`config.mk`:
```
export PLATFORM = sky130hd
export DESIGN_NAME = uefis_top
export DESIGN_NICKNAME = d
export VERILOG_FILES = /design/src/core/uefis_pkg.sv /design/src/core/uefis_flag_cell.sv /design/src/core/uefis_top.sv
export SDC_FILE = /design/constraint.sdc
export NUM_CORES = 1
export LEC_CHECK = 0
export ABC_AREA = 0
export BUFFER_PORTS_ARGS = -buffer_cell sky130_fd_sc_hd__buf_2
export CORE_UTILIZATION = 45
export DETAILED_ROUTE_END_ITERATION = 16
export GPL_ROUTABILITY_DRIVEN = 0
export PLACE_DENSITY = 0.81
export REMOVE_ABC_BUFFERS = 1
export SYNTH_ARGS = -nofsm -noshare
export SYNTH_HDL_FRONTEND = slang
export SYNTH_SLANG_ARGS = --single-unit
```
`constraint.sdc`:
```
create_clock -name clock_i -period 3.8 [get_ports clock_i]
set_input_delay 0.19 -clock clock_i [delete_from_list [all_inputs] [get_ports clock_i]]
set_output_delay 0.19 -clock clock_i [all_outputs]
set_load 0.01 [all_outputs]
```
`src/core/uefis_pkg.sv`:
```
/*
 * package for the usb endpoint fifo event status block: register map,
 * flag layout, reset values and the carrier types of the block.
 * assumes one 10 mhz system clock and a byte-addressed register port.
 */
`default_nettype none

package uefis_pkg;

  // ************************************************************
  // register map (byte addresses on the register port)
  // ************************************************************
  localparam logic [31:0] UEFIS_ADDR_FLAGS_LOW = 32'h9010_3000;
  localparam logic [31:0] UEFIS_ADDR_EN_LOW    = 32'h9010_3004;
  localparam logic [31:0] UEFIS_ADDR_FLAGS_MID = 32'h9010_3010;
  localparam logic [31:0] UEFIS_ADDR_EN_MID    = 32'h9010_3014;

  localparam logic [31:0] UEFIS_RST_FLAGS      = 32'h0000_0000;
  localparam logic [31:0] UEFIS_RST_EN         = 32'h0000_0000;
  localparam logic [31:0] UEFIS_RDATA_IDLE     = 32'h0000_0000;

  // ************************************************************
  // fifo layout
  // ************************************************************
  localparam int unsigned UEFIS_NUM_FIFO  = 6;
  localparam int unsigned UEFIS_TRIP_W    = 3;

  // fifo index 0 is fifo 1 (control out), index 1 is fifo 2 (control in)
  localparam int unsigned UEFIS_FIFO_CTRL_OUT = 0;
  localparam int unsigned UEFIS_FIFO_CTRL_IN  = 1;

  // top bit of each flag triplet, and the register it lives in
  localparam int unsigned UEFIS_TRIP_MSB [UEFIS_NUM_FIFO] = '{7, 15, 7, 15, 23, 31};
  localparam bit          UEFIS_TRIP_MID [UEFIS_NUM_FIFO] = '{1'b0, 1'b0, 1'b1, 1'b1, 1'b1, 1'b1};

  // defined flag positions of each status and enable register
  localparam logic [31:0] UEFIS_MASK_LOW = 32'h0000_e0e0;
  localparam logic [31:0] UEFIS_MASK_MID = 32'he0e0_e0e0;

  // ************************************************************
  // carrier types
  // ************************************************************
  // handshake outcomes reported by the protocol engine, one cycle pulses
  typedef struct packed {
    logic pkt_sent;     // data packet sent to the host
    logic host_ack;     // ack received from the host
    logic ack_timeout;  // no ack from the host after a data packet
    logic ack_sent;     // ack sent to the host
    logic pkt_rcvd;     // packet received from the host
    logic rx_err;       // transmission error in a received packet
    logic nak_sent;     // nak sent to the host after a setup packet
  } uefis_evt_t;

  // one flag triplet, msb first as it lies in the register
  typedef struct packed {
    logic acked;
    logic refused;
    logic fault;
  } uefis_trip_t;

endpackage

`default_nettype wire

```
`src/core/uefis_flag_cell.sv`:
```
/*
 * one catch-and-hold flag triplet of an endpoint fifo.
 * assumes set conditions and write-one bits arrive on the same clock.
 */
`default_nettype none

module uefis_flag_cell
  import uefis_pkg::*;
(
  // clock and reset
  input  wire logic        clock_i,
  input  wire logic        resetn_i,
  // condition and software write
  input  wire uefis_trip_t set_i,
  input  wire uefis_trip_t wr_one_i,
  // held flags
  output uefis_trip_t      flag_o
);

  uefis_trip_t flag_q;
  uefis_trip_t flag_d;

  // ************************************************************
  // flag update
  // ************************************************************
  // a one toggles: clears a set flag, sets a clear one for diagnostics;
  // a live condition wins over the clear in the same cycle
  always_comb begin
    flag_d = uefis_trip_t'(set_i | (flag_q ^ wr_one_i));
  end

  always_ff @(posedge clock_i) begin
    if (!resetn_i) begin
      flag_q <= uefis_trip_t'(UEFIS_RST_FLAGS[UEFIS_TRIP_W-1:0]);
    end else begin
      flag_q <= flag_d;
    end
  end

  assign flag_o = flag_q;

endmodule

`default_nettype wire

```
`src/core/uefis_top.sv`:
```
/*
 * usb endpoint fifo event status: six flag triplets for fifos 1 to 6,
 * two status words, two enable words and one interrupt request.
 * assumes handshake pulses and endpoint type levels come from the
 * protocol engine on the same 10 mhz clock, and a plain register port
 * whose read data stand in the cycle after the read strobe.
 */
`default_nettype none


module uefis_top
  import uefis_pkg::*;
#(
  parameter int unsigned NUM_FIFO = UEFIS_NUM_FIFO
) (
  // clock and reset
  input  wire logic                       clock_i,
  input  wire logic                       resetn_i,
  // register port
  input  wire logic [31:0]                addr_i,
  input  wire logic [31:0]                wdata_i,
  input  wire logic                       wr_i,
  input  wire logic                       rd_i,
  output logic [31:0]                     rdata_o,
  // protocol engine, one entry per fifo
  input  wire uefis_evt_t [NUM_FIFO-1:0]  fifo_evt_i,
  input  wire logic [NUM_FIFO-1:0]        fifo_dir_in_i,
  input  wire logic [NUM_FIFO-1:0]        fifo_iso_i,
  // interrupt request
  output logic                            irq_o
);

  // ************************************************************
  // elaboration check
  // ************************************************************
  // the flag layout is fixed by the register words, not scalable
  if (NUM_FIFO != UEFIS_NUM_FIFO) begin : g_bad_num_fifo
    $error("uefis_top: NUM_FIFO must equal the fixed fifo count");
  end

  // the masks gate reads and enable writes, so they must agree with
  // the triplet table or a live flag would read as zero
  function automatic logic [31:0] layout_mask(input bit mid);
    logic [31:0] m;
    m = '0;
    for (int unsigned k = 0; k < UEFIS_NUM_FIFO; k++) begin
      if (UEFIS_TRIP_MID[k] == mid) begin
        m[UEFIS_TRIP_MSB[k] -: UEFIS_TRIP_W] = '1;
      end
    end
    return m;
  endfunction

  if (layout_mask(1'b0) != UEFIS_MASK_LOW || layout_mask(1'b1) != UEFIS_MASK_MID) begin : g_bad_mask
    $error("uefis_top: flag masks disagree with the triplet table");
  end

  // the low word's upper half must always read zero
  if ((UEFIS_MASK_LOW >> ($bits(rdata_o) / 2)) != '0) begin : g_bad_low_half
    $error("uefis_top: low status word reaches into its upper half");
  end

  // ************************************************************
  // declarations
  // ************************************************************
  logic        wr_flags_low;
  logic        wr_flags_mid;
  logic        wr_en_low;
  logic        wr_en_mid;

  logic [31:0] en_low_q;
  logic [31:0] en_mid_q;
  logic [31:0] flags_low;
  logic [31:0] flags_mid;

  logic [31:0] rdata_q;
  logic [31:0] rdata_d;
  logic        irq_q;
  logic        irq_d;

  uefis_trip_t flag_w  [NUM_FIFO];
  uefis_trip_t en_w    [NUM_FIFO];
  logic        hit_w   [NUM_FIFO];

  // one name per flag, in register order
  logic        ep0_out_acked;
  logic        ep0_out_refused;
  logic        ep0_out_fault;
  logic        ep0_in_acked;
  logic        ep0_in_refused;
  logic        ep0_in_fault;
  logic        ep1_acked;
  logic        ep1_refused;
  logic        ep1_fault;
  logic        ep2_acked;
  logic        ep2_refused;
  logic        ep2_fault;
  logic        ep3_acked;
  logic        ep3_refused;
  logic        ep3_fault;
  logic        ep4_acked;
  logic        ep4_refused;
  logic        ep4_fault;

  // top bit of each endpoint's triplet within its status word
  localparam int unsigned MSB_EP0_OUT = UEFIS_TRIP_MSB[UEFIS_FIFO_CTRL_OUT];
  localparam int unsigned MSB_EP0_IN  = UEFIS_TRIP_MSB[UEFIS_FIFO_CTRL_IN];
  localparam int unsigned MSB_EP1     = UEFIS_TRIP_MSB[UEFIS_FIFO_CTRL_IN + 1];
  localparam int unsigned MSB_EP2     = UEFIS_TRIP_MSB[UEFIS_FIFO_CTRL_IN + 2];
  localparam int unsigned MSB_EP3     = UEFIS_TRIP_MSB[UEFIS_FIFO_CTRL_IN + 3];
  localparam int unsigned MSB_EP4     = UEFIS_TRIP_MSB[UEFIS_FIFO_CTRL_IN + 4];

  // ************************************************************
  // write decode
  // ************************************************************
  // reads have no side effect, so only writes are decoded here;
  // a write to any other address is dropped without trace
  always_comb begin
    wr_flags_low = wr_i && (addr_i == UEFIS_ADDR_FLAGS_LOW);
    wr_flags_mid = wr_i && (addr_i == UEFIS_ADDR_FLAGS_MID);
    wr_en_low    = wr_i && (addr_i == UEFIS_ADDR_EN_LOW);
    wr_en_mid    = wr_i && (addr_i == UEFIS_ADDR_EN_MID);
  end

  // ************************************************************
  // enable registers
  // ************************************************************
  // only defined flag positions store; the rest stay zero
  always_ff @(posedge clock_i) begin
    if (!resetn_i) begin
      en_low_q <= UEFIS_RST_EN;
    end else if (wr_en_low) begin
      en_low_q <= wdata_i & UEFIS_MASK_LOW;
    end
  end

  always_ff @(posedge clock_i) begin
    if (!resetn_i) begin
      en_mid_q <= UEFIS_RST_EN;
    end else if (wr_en_mid) begin
      en_mid_q <= wdata_i & UEFIS_MASK_MID;
    end
  end

  // ************************************************************
  // per fifo condition logic and flag triplets
  // ************************************************************
  for (genvar i = 0; i < NUM_FIFO; i++) begin : g_fifo
    localparam int unsigned MSB = UEFIS_TRIP_MSB[i];
    localparam bit          MID = UEFIS_TRIP_MID[i];

    logic        dir_in;
    logic        iso;
    uefis_evt_t  evt;
    uefis_trip_t set_c;
    uefis_trip_t wr_one_c;
    logic [31:0] src_wdata;
    logic        src_wr;

    // a triplet must fit wholly inside its status word
    if (MSB < UEFIS_TRIP_W - 1 || MSB >= $bits(rdata_o)) begin : g_bad_msb
      $error("uefis_top: flag triplet does not fit its status word");
    end

    // fifo 1 is always control out, fifo 2 always control in;
    // control pipes are never isochronous
    always_comb begin
      if (i == UEFIS_FIFO_CTRL_OUT) begin
        dir_in = 1'b0;
        iso    = 1'b0;
      end else if (i == UEFIS_FIFO_CTRL_IN) begin
        dir_in = 1'b1;
        iso    = 1'b0;
      end else begin
        dir_in = fifo_dir_in_i[i];
        iso    = fifo_iso_i[i];
      end
    end

    // only the dma handshake outcomes feed the flags; fifo level and
    // overrun or underrun of direct mode have no input here
    always_comb begin
      evt = fifo_evt_i[i];
      set_c = '0;
      if (dir_in) begin
        if (iso) begin
          set_c.acked = evt.pkt_sent;
        end else begin
          set_c.acked = evt.host_ack;
          set_c.fault = evt.ack_timeout;
        end
      end else begin
        if (iso) begin
          set_c.acked = evt.pkt_rcvd && !evt.rx_err;
        end else begin
          set_c.acked = evt.ack_sent;
        end
        set_c.fault = evt.rx_err;
      end
      set_c.refused = evt.nak_sent;
    end

    // pick the status word that holds this triplet
    always_comb begin
      src_wr    = MID ? wr_flags_mid : wr_flags_low;
      src_wdata = wdata_i;
      if (src_wr) begin
        wr_one_c = uefis_trip_t'(src_wdata[MSB -: UEFIS_TRIP_W]);
      end else begin
        wr_one_c = '0;
      end
    end

    uefis_flag_cell u_cell (
      .clock_i  (clock_i),
      .resetn_i (resetn_i),
      .set_i    (set_c),
      .wr_one_i (wr_one_c),
      .flag_o   (flag_w[i])
    );

    // enable triplet sits at the same place as its flags
    always_comb begin
      if (MID) begin
        en_w[i] = uefis_trip_t'(en_mid_q[MSB -: UEFIS_TRIP_W]);
      end else begin
        en_w[i] = uefis_trip_t'(en_low_q[MSB -: UEFIS_TRIP_W]);
      end
      hit_w[i] = |(flag_w[i] & en_w[i]);
    end
  end

  // ************************************************************
  // endpoint flag view
  // ************************************************************
  // fifo k from 3 up carries endpoint k-2, so endpoint e sits e
  // entries above the control-in fifo
  always_comb begin
    ep0_out_acked   = flag_w[UEFIS_FIFO_CTRL_OUT].acked;
    ep0_out_refused = flag_w[UEFIS_FIFO_CTRL_OUT].refused;
    ep0_out_fault   = flag_w[UEFIS_FIFO_CTRL_OUT].fault;
    ep0_in_acked    = flag_w[UEFIS_FIFO_CTRL_IN].acked;
    ep0_in_refused  = flag_w[UEFIS_FIFO_CTRL_IN].refused;
    ep0_in_fault    = flag_w[UEFIS_FIFO_CTRL_IN].fault;
    ep1_acked       = flag_w[UEFIS_FIFO_CTRL_IN + 1].acked;
    ep1_refused     = flag_w[UEFIS_FIFO_CTRL_IN + 1].refused;
    ep1_fault       = flag_w[UEFIS_FIFO_CTRL_IN + 1].fault;
    ep2_acked       = flag_w[UEFIS_FIFO_CTRL_IN + 2].acked;
    ep2_refused     = flag_w[UEFIS_FIFO_CTRL_IN + 2].refused;
    ep2_fault       = flag_w[UEFIS_FIFO_CTRL_IN + 2].fault;
    ep3_acked       = flag_w[UEFIS_FIFO_CTRL_IN + 3].acked;
    ep3_refused     = flag_w[UEFIS_FIFO_CTRL_IN + 3].refused;
    ep3_fault       = flag_w[UEFIS_FIFO_CTRL_IN + 3].fault;
    ep4_acked       = flag_w[UEFIS_FIFO_CTRL_IN + 4].acked;
    ep4_refused     = flag_w[UEFIS_FIFO_CTRL_IN + 4].refused;
    ep4_fault       = flag_w[UEFIS_FIFO_CTRL_IN + 4].fault;
  end

  // ************************************************************
  // status word assembly
  // ************************************************************
  // gaps and the low word's upper half are never written, so read zero
  always_comb begin
    flags_low = UEFIS_RST_FLAGS;
    flags_mid = UEFIS_RST_FLAGS;
    flags_low[MSB_EP0_OUT -: UEFIS_TRIP_W] = {ep0_out_acked, ep0_out_refused, ep0_out_fault};
    flags_low[MSB_EP0_IN -: UEFIS_TRIP_W]  = {ep0_in_acked, ep0_in_refused, ep0_in_fault};
    flags_mid[MSB_EP1 -: UEFIS_TRIP_W]     = {ep1_acked, ep1_refused, ep1_fault};
    flags_mid[MSB_EP2 -: UEFIS_TRIP_W]     = {ep2_acked, ep2_refused, ep2_fault};
    flags_mid[MSB_EP3 -: UEFIS_TRIP_W]     = {ep3_acked, ep3_refused, ep3_fault};
    flags_mid[MSB_EP4 -: UEFIS_TRIP_W]     = {ep4_acked, ep4_refused, ep4_fault};
  end

  // ************************************************************
  // read path
  // ************************************************************
  // data stand only in the cycle after the strobe, zero otherwise,
  // which keeps a stale word from being mistaken for a fresh read
  always_comb begin
    rdata_d = UEFIS_RDATA_IDLE;
    if (rd_i) begin
      case (addr_i)
        UEFIS_ADDR_FLAGS_LOW: rdata_d = flags_low & UEFIS_MASK_LOW;
        UEFIS_ADDR_FLAGS_MID: rdata_d = flags_mid & UEFIS_MASK_MID;
        UEFIS_ADDR_EN_LOW:    rdata_d = en_low_q;
        UEFIS_ADDR_EN_MID:    rdata_d = en_mid_q;
        default:              rdata_d = UEFIS_RDATA_IDLE;
      endcase
    end
  end

  always_ff @(posedge clock_i) begin
    if (!resetn_i) begin
      rdata_q <= UEFIS_RDATA_IDLE;
    end else begin
      rdata_q <= rdata_d;
    end
  end

  assign rdata_o = rdata_q;

  // ************************************************************
  // interrupt request
  // ************************************************************
  // registered for a clean output; it trails the flag by one cycle
  always_comb begin
    irq_d = 1'b0;
    for (int unsigned k = 0; k < NUM_FIFO; k++) begin
      irq_d = irq_d | hit_w[k];
    end
  end

  always_ff @(posedge clock_i) begin
    if (!resetn_i) begin
      irq_q <= 1'b0;
    end else begin
      irq_q <= irq_d;
    end
  end

  assign irq_o = irq_q;

endmodule

`default_nettype wire

```
* Word level (Yosys, flattened, before mapping)
Cells that the tools add are included.
Cells by class: reductions and logical operators 19, bitwise logic cells 23, multiplexer cells 27, equality and inequality tests 4
Operator list (number):
- 32-bit == test, second input constant | 4
- 32-bit case mux with 4 select lines | 1
- 1-bit two-way mux | 20
- 3-bit bitwise AND | 6
- 3-bit two-way mux | 6
- 3-bit bitwise OR | 6
- 3-bit OR reduction | 6
- 3-bit XOR | 6
- 1-bit logical AND | 8
- 1-bit bitwise OR | 5
- 1-bit logical NOT | 4
- 2-bit AND reduction | 1
Word-level totals: register bits 69, bits of input ports 122

* Depth between registers and ports, before layout
depth after elaboration 7, depth in mapped cells 7

* Modules after synthesis
From an unflattened synthesis, not the netlist that was laid out.
Unflattened totals: cell total of the unflattened synthesis 265, area, all modules 2703.8 um^2
Modules (own cells, without submodules):
- uefis_top | times used 1, cells an instance 211, area an instance 2050.7 um^2
- uefis_flag_cell | times used 6, cells an instance 9, area an instance 108.9 um^2

* Worst setup path before layout
OpenSTA, ideal clock, no wires.
kind input-to-reg, start input port addr_i[5], end register en_mid_q[30], required time 3.685 ns, data arrival time 1.491 ns, setup slack 2.193 ns, stages on the path 6, path through or3_2 nor3_4 nand4_4 buf_6 nand3_1 o21ai_2
On the way: cells in the longest elaborated chain, start to end 2
RTL lines:
- start: declaration | line uefis_top.sv:20 | input wire logic [31:0] addr_i,
- 32-bit == test | line uefis_top.sv:122 | wr_en_mid = wr_i && (addr_i == UEFIS_ADDR_EN_MID);
- 1-bit logical AND | line uefis_top.sv:122
- end signal: assignment | line uefis_top.sv:141 | en_mid_q <= wdata_i & UEFIS_MASK_MID;
- end: declaration | line uefis_top.sv:72 | logic [31:0] en_mid_q;
No other way between the ends. A chain may end at the register's enable or synchronous reset.

* Worst setup path after layout
start input port addr_i[3], end register g_fifo[5].u_cell.flag_q, in the netlist g_fifo[5].u_cell.flag_o[2]
On the way: cells in the longest elaborated chain, start to end 5
RTL lines:
- 32-bit == test | line uefis_top.sv:120 | wr_flags_mid = wr_i && (addr_i == UEFIS_ADDR_FLAGS_MID);
- 1-bit logical AND | line uefis_top.sv:120
- 3-bit two-way mux | line uefis_top.sv:207 | if (src_wr) begin
- 3-bit XOR | line uefis_flag_cell.sv:29 | flag_d = uefis_trip_t'(set_i | (flag_q ^ wr_one_i));
- 3-bit bitwise OR | line uefis_flag_cell.sv:29
- end signal: assignment | line uefis_flag_cell.sv:34 | flag_q <= uefis_trip_t'(UEFIS_RST_FLAGS[UEFIS_TRIP_W-1:0]);
- end signal: assignment | line uefis_flag_cell.sv:36 | flag_q <= flag_d;
- end: declaration | line uefis_flag_cell.sv:20 | uefis_trip_t flag_q;
No other way between the ends.

==> flow_metrics.env <==
export IMPL_post_route_min_period_ns=2.035
export IMPL_cts_max_path_buffers=2
export IMPL_hpwl_um=5704
export IMPL_synth_avg_cell_area_um2=9.043
export IMPL_grt_overflow_total=0
export IMPL_ant_nets=0
export IMPL_cts_tree="done"
export IMPL_drtIter0Drc=215
export IMPL_start_util_pct=47.89
export IMPL_vias=2824
export IMPL_path_clk_slew_ns=0.08
export IMPL_endpoint_kind="flip-flop"
export IMPL_peakVddDrop_v=0.0001574
export IMPL_worstPathCellList="buf_2, nor4_4, buf_4, and3_1, nand4_4, a2111oi_0, a2111oi_1"
export IMPL_cpPeakStageDelay_ns=0.68
export IMPL_clkLatencyLatePin_ns=0.30
export IMPL_fin_crit_sh_pct=53.55
export IMPL_synth_main_ff_cell="dfxtp_1"
export IMPL_synth_distinct_cells=48
export IMPL_rsz0062_at_grt="false"
export IMPL_fp_dieW_um=82.32
export IMPL_status="finished, final reports clean"
export IMPL_fmax_mhz=491.4
export IMPL_antenna_found_initial=0
export IMPL_fin_worst_skew_ns=0.009097
export IMPL_ctsHoldBuffers=0
export IMPL_cts_resized_gates=0
export IMPL_fillers=582
export IMPL_cts_buffers=5
export IMPL_slew_violations=0
export IMPL_row_count=28
export IMPL_synth_edf_count=0
export IMPL_fin_tns_setup_ns=0
export IMPL_drv_cap=0
export IMPL_yosys_area_top_type="dfxtp_1"
export IMPL_port_buffers=102
export IMPL_ys_ff_latch=49
export IMPL_cts_setup_buffers=0
export IMPL_power_leakage_uw=0.001406
export IMPL_setup_viol=0
export IMPL_core_area_mm2=0.006061
export IMPL_ys_warn_count=0
export IMPL_die_h_um=82.32
export IMPL_layout_nets=537
export IMPL_die_area_mm2=0.006776
export IMPL_fin_total_pwr_uw=1003
export IMPL_final_common_cell="buf_2"
export IMPL_async_flop_share_pct=0
export IMPL_synth_top_area_share_pct=33.79
export IMPL_worstPathArrival_ns=2.21
export IMPL_cp_data_required_time_ns=3.97
export IMPL_first_pass_iters=5
export IMPL_worstMarginPinSlew_ns=0.7660
export IMPL_drive_gt1_share_pct=35.58
export IMPL_critPathKind="in2reg"
export IMPL_n_antenna_cell=0
export IMPL_relSlewSlack_pct=48.93
export IMPL_area_growth_pct=17.46
export IMPL_start_kind="input port"
export IMPL_ys_seq_area_share_pct=33.79
export IMPL_viasPerCell=5.752
export IMPL_grt_pass1_vias=2699
export IMPL_cellPowerDensity_mw_per_mm2=294.3
export IMPL_path_max_fanout=15
export IMPL_hold_class="in2reg"
export IMPL_numClockSinks=49
export IMPL_track_usage_pct=23.98
export IMPL_multi_input_area_mm2=0.001727
export IMPL_register_area_um2=980.9
export IMPL_syn_inst=321
export IMPL_num_io_pins=155
export IMPL_wl_per_cell_um=15.66
export IMPL_final_cell_mix="102 x buf_2, 49 x dfxtp_1, 27 x nand2_1, 23 x nor2_1, 20 x conb_1"
export IMPL_crit_slowest_cell="and3_1"
export IMPL_drc_errors=0
export IMPL_grt_max_degree=40
export IMPL_htree_levels=2
export IMPL_wl_um=7687
export IMPL_synth_area_mm2=0.002903
export IMPL_clockRootBuffer="clkbuf_8"
export IMPL_grt_pass1_wl_um=12210
export IMPL_synthTopCellsByArea="dfxtp_1 34%, buf_4 5.9%, mux2i_1 5.9%"
export IMPL_hold_violations=0
## where the power goes
group / total (uW) / internal (uW) / switching, uW / leakage [uW]
registers: 546 / 528 / 17.8 / 0.000399
clock network: 298 / 128 / 170 / 0.0000450
logic: 160 / 77.8 / 81.7 / 0.000962
total: 1000 / 734 / 270 / 0.00141
## sequential cells by signal, summed over array words and instances, names as in the netlist
name,flops
en_low_q,6
en_mid_q,12
g_fifo.u_cell.flag_o,18
irq_o,1
rdata_o,12
## routing by layer
metal / wire [um] / vias up / GRT usage (%) / part of all wire [%]
met1: 3036 / 1321 / 27.61 / 39
met3: 636 / 16 / 4.945 / 8.3
met5: 0 / - / 0 / 0
met4: 129 / 0 / 10.35 / 1.7
li1: - / 1363 / - / -
met2: 3884 / 124 / 42.64 / 51
## through the flow
stage / instances / area [um^2] / hold WS, ns / utilization [%] / setup WS (ns)
floorplan: 305 / 2715 / 0.3165 / - / 1.888
global placement: 483 / 3327 / 0.4547 / 54.89 / 1.533
detailed placement: 483 / 3327 / 0.4637 / 54.89 / 1.441
CTS: 491 / 3410 / 0.1509 / 56.26 / 1.767
global route: 491 / 3410 / 0.1621 / 56.26 / 1.615
finish: 491 / 3410 / 0.1547 / 56.26 / 1.765
## worst max-delay path: cells and delay by family
family | cells | cell delay (ns)
buf+inv | 2 | 0.37
simple gates | 3 | 1.17
compound gates | 2 | 0.45
## area by class of cell
cell class                      instances  share of cell area [%]
Sequential cell                        49                   28.77
Timing Repair Buffer                  103                   15.19
Clock inverter                          2                  0.2936
Inverter                                2                  0.2202
Multi-Input combinational cell        254                   50.64
Tap cell                               75                   2.752
Clock buffer                            6                   2.128
## cell usage after synthesis (8+ instances only)
cell,n
dfxtp_1,49
nand2_1,27
buf_4,23
nor2_1,23
nand3_1,19
mux2i_1,17
nor3_1,14
a22oi_1,13
mux2_2,12
o21ai_2,10
nor4_1,9
a211oi_1,8
## final timing paths
| check | from | cells past startpoint | slack, ns | endpoint |
|---|---|---|---|---|
| setup / recovery | addr_i[3] | 7 | 1.77 | g_fifo[5].u_cell.flag_o[2] |
| hold / removal | wdata_i[30] | 3 | 0.15 | en_mid_q[30] |
| setup reg to reg | g_fifo[2].u_cell.flag_o[1] | 4 | 2.47 | irq_o |
| hold reg to reg | en_mid_q[31] | 2 | 0.48 | en_mid_q[31] |
## logic make-up after synthesis
family	Yosys count	share of synthesized area [%]
simple gates	141	28.45
compound gates	62	16.38
flops	49	33.79
buf+inv	37	9.180
mux	31	12.07
other cells	1	0.1292
No activity file was read; power rests on OpenSTA's default activity.
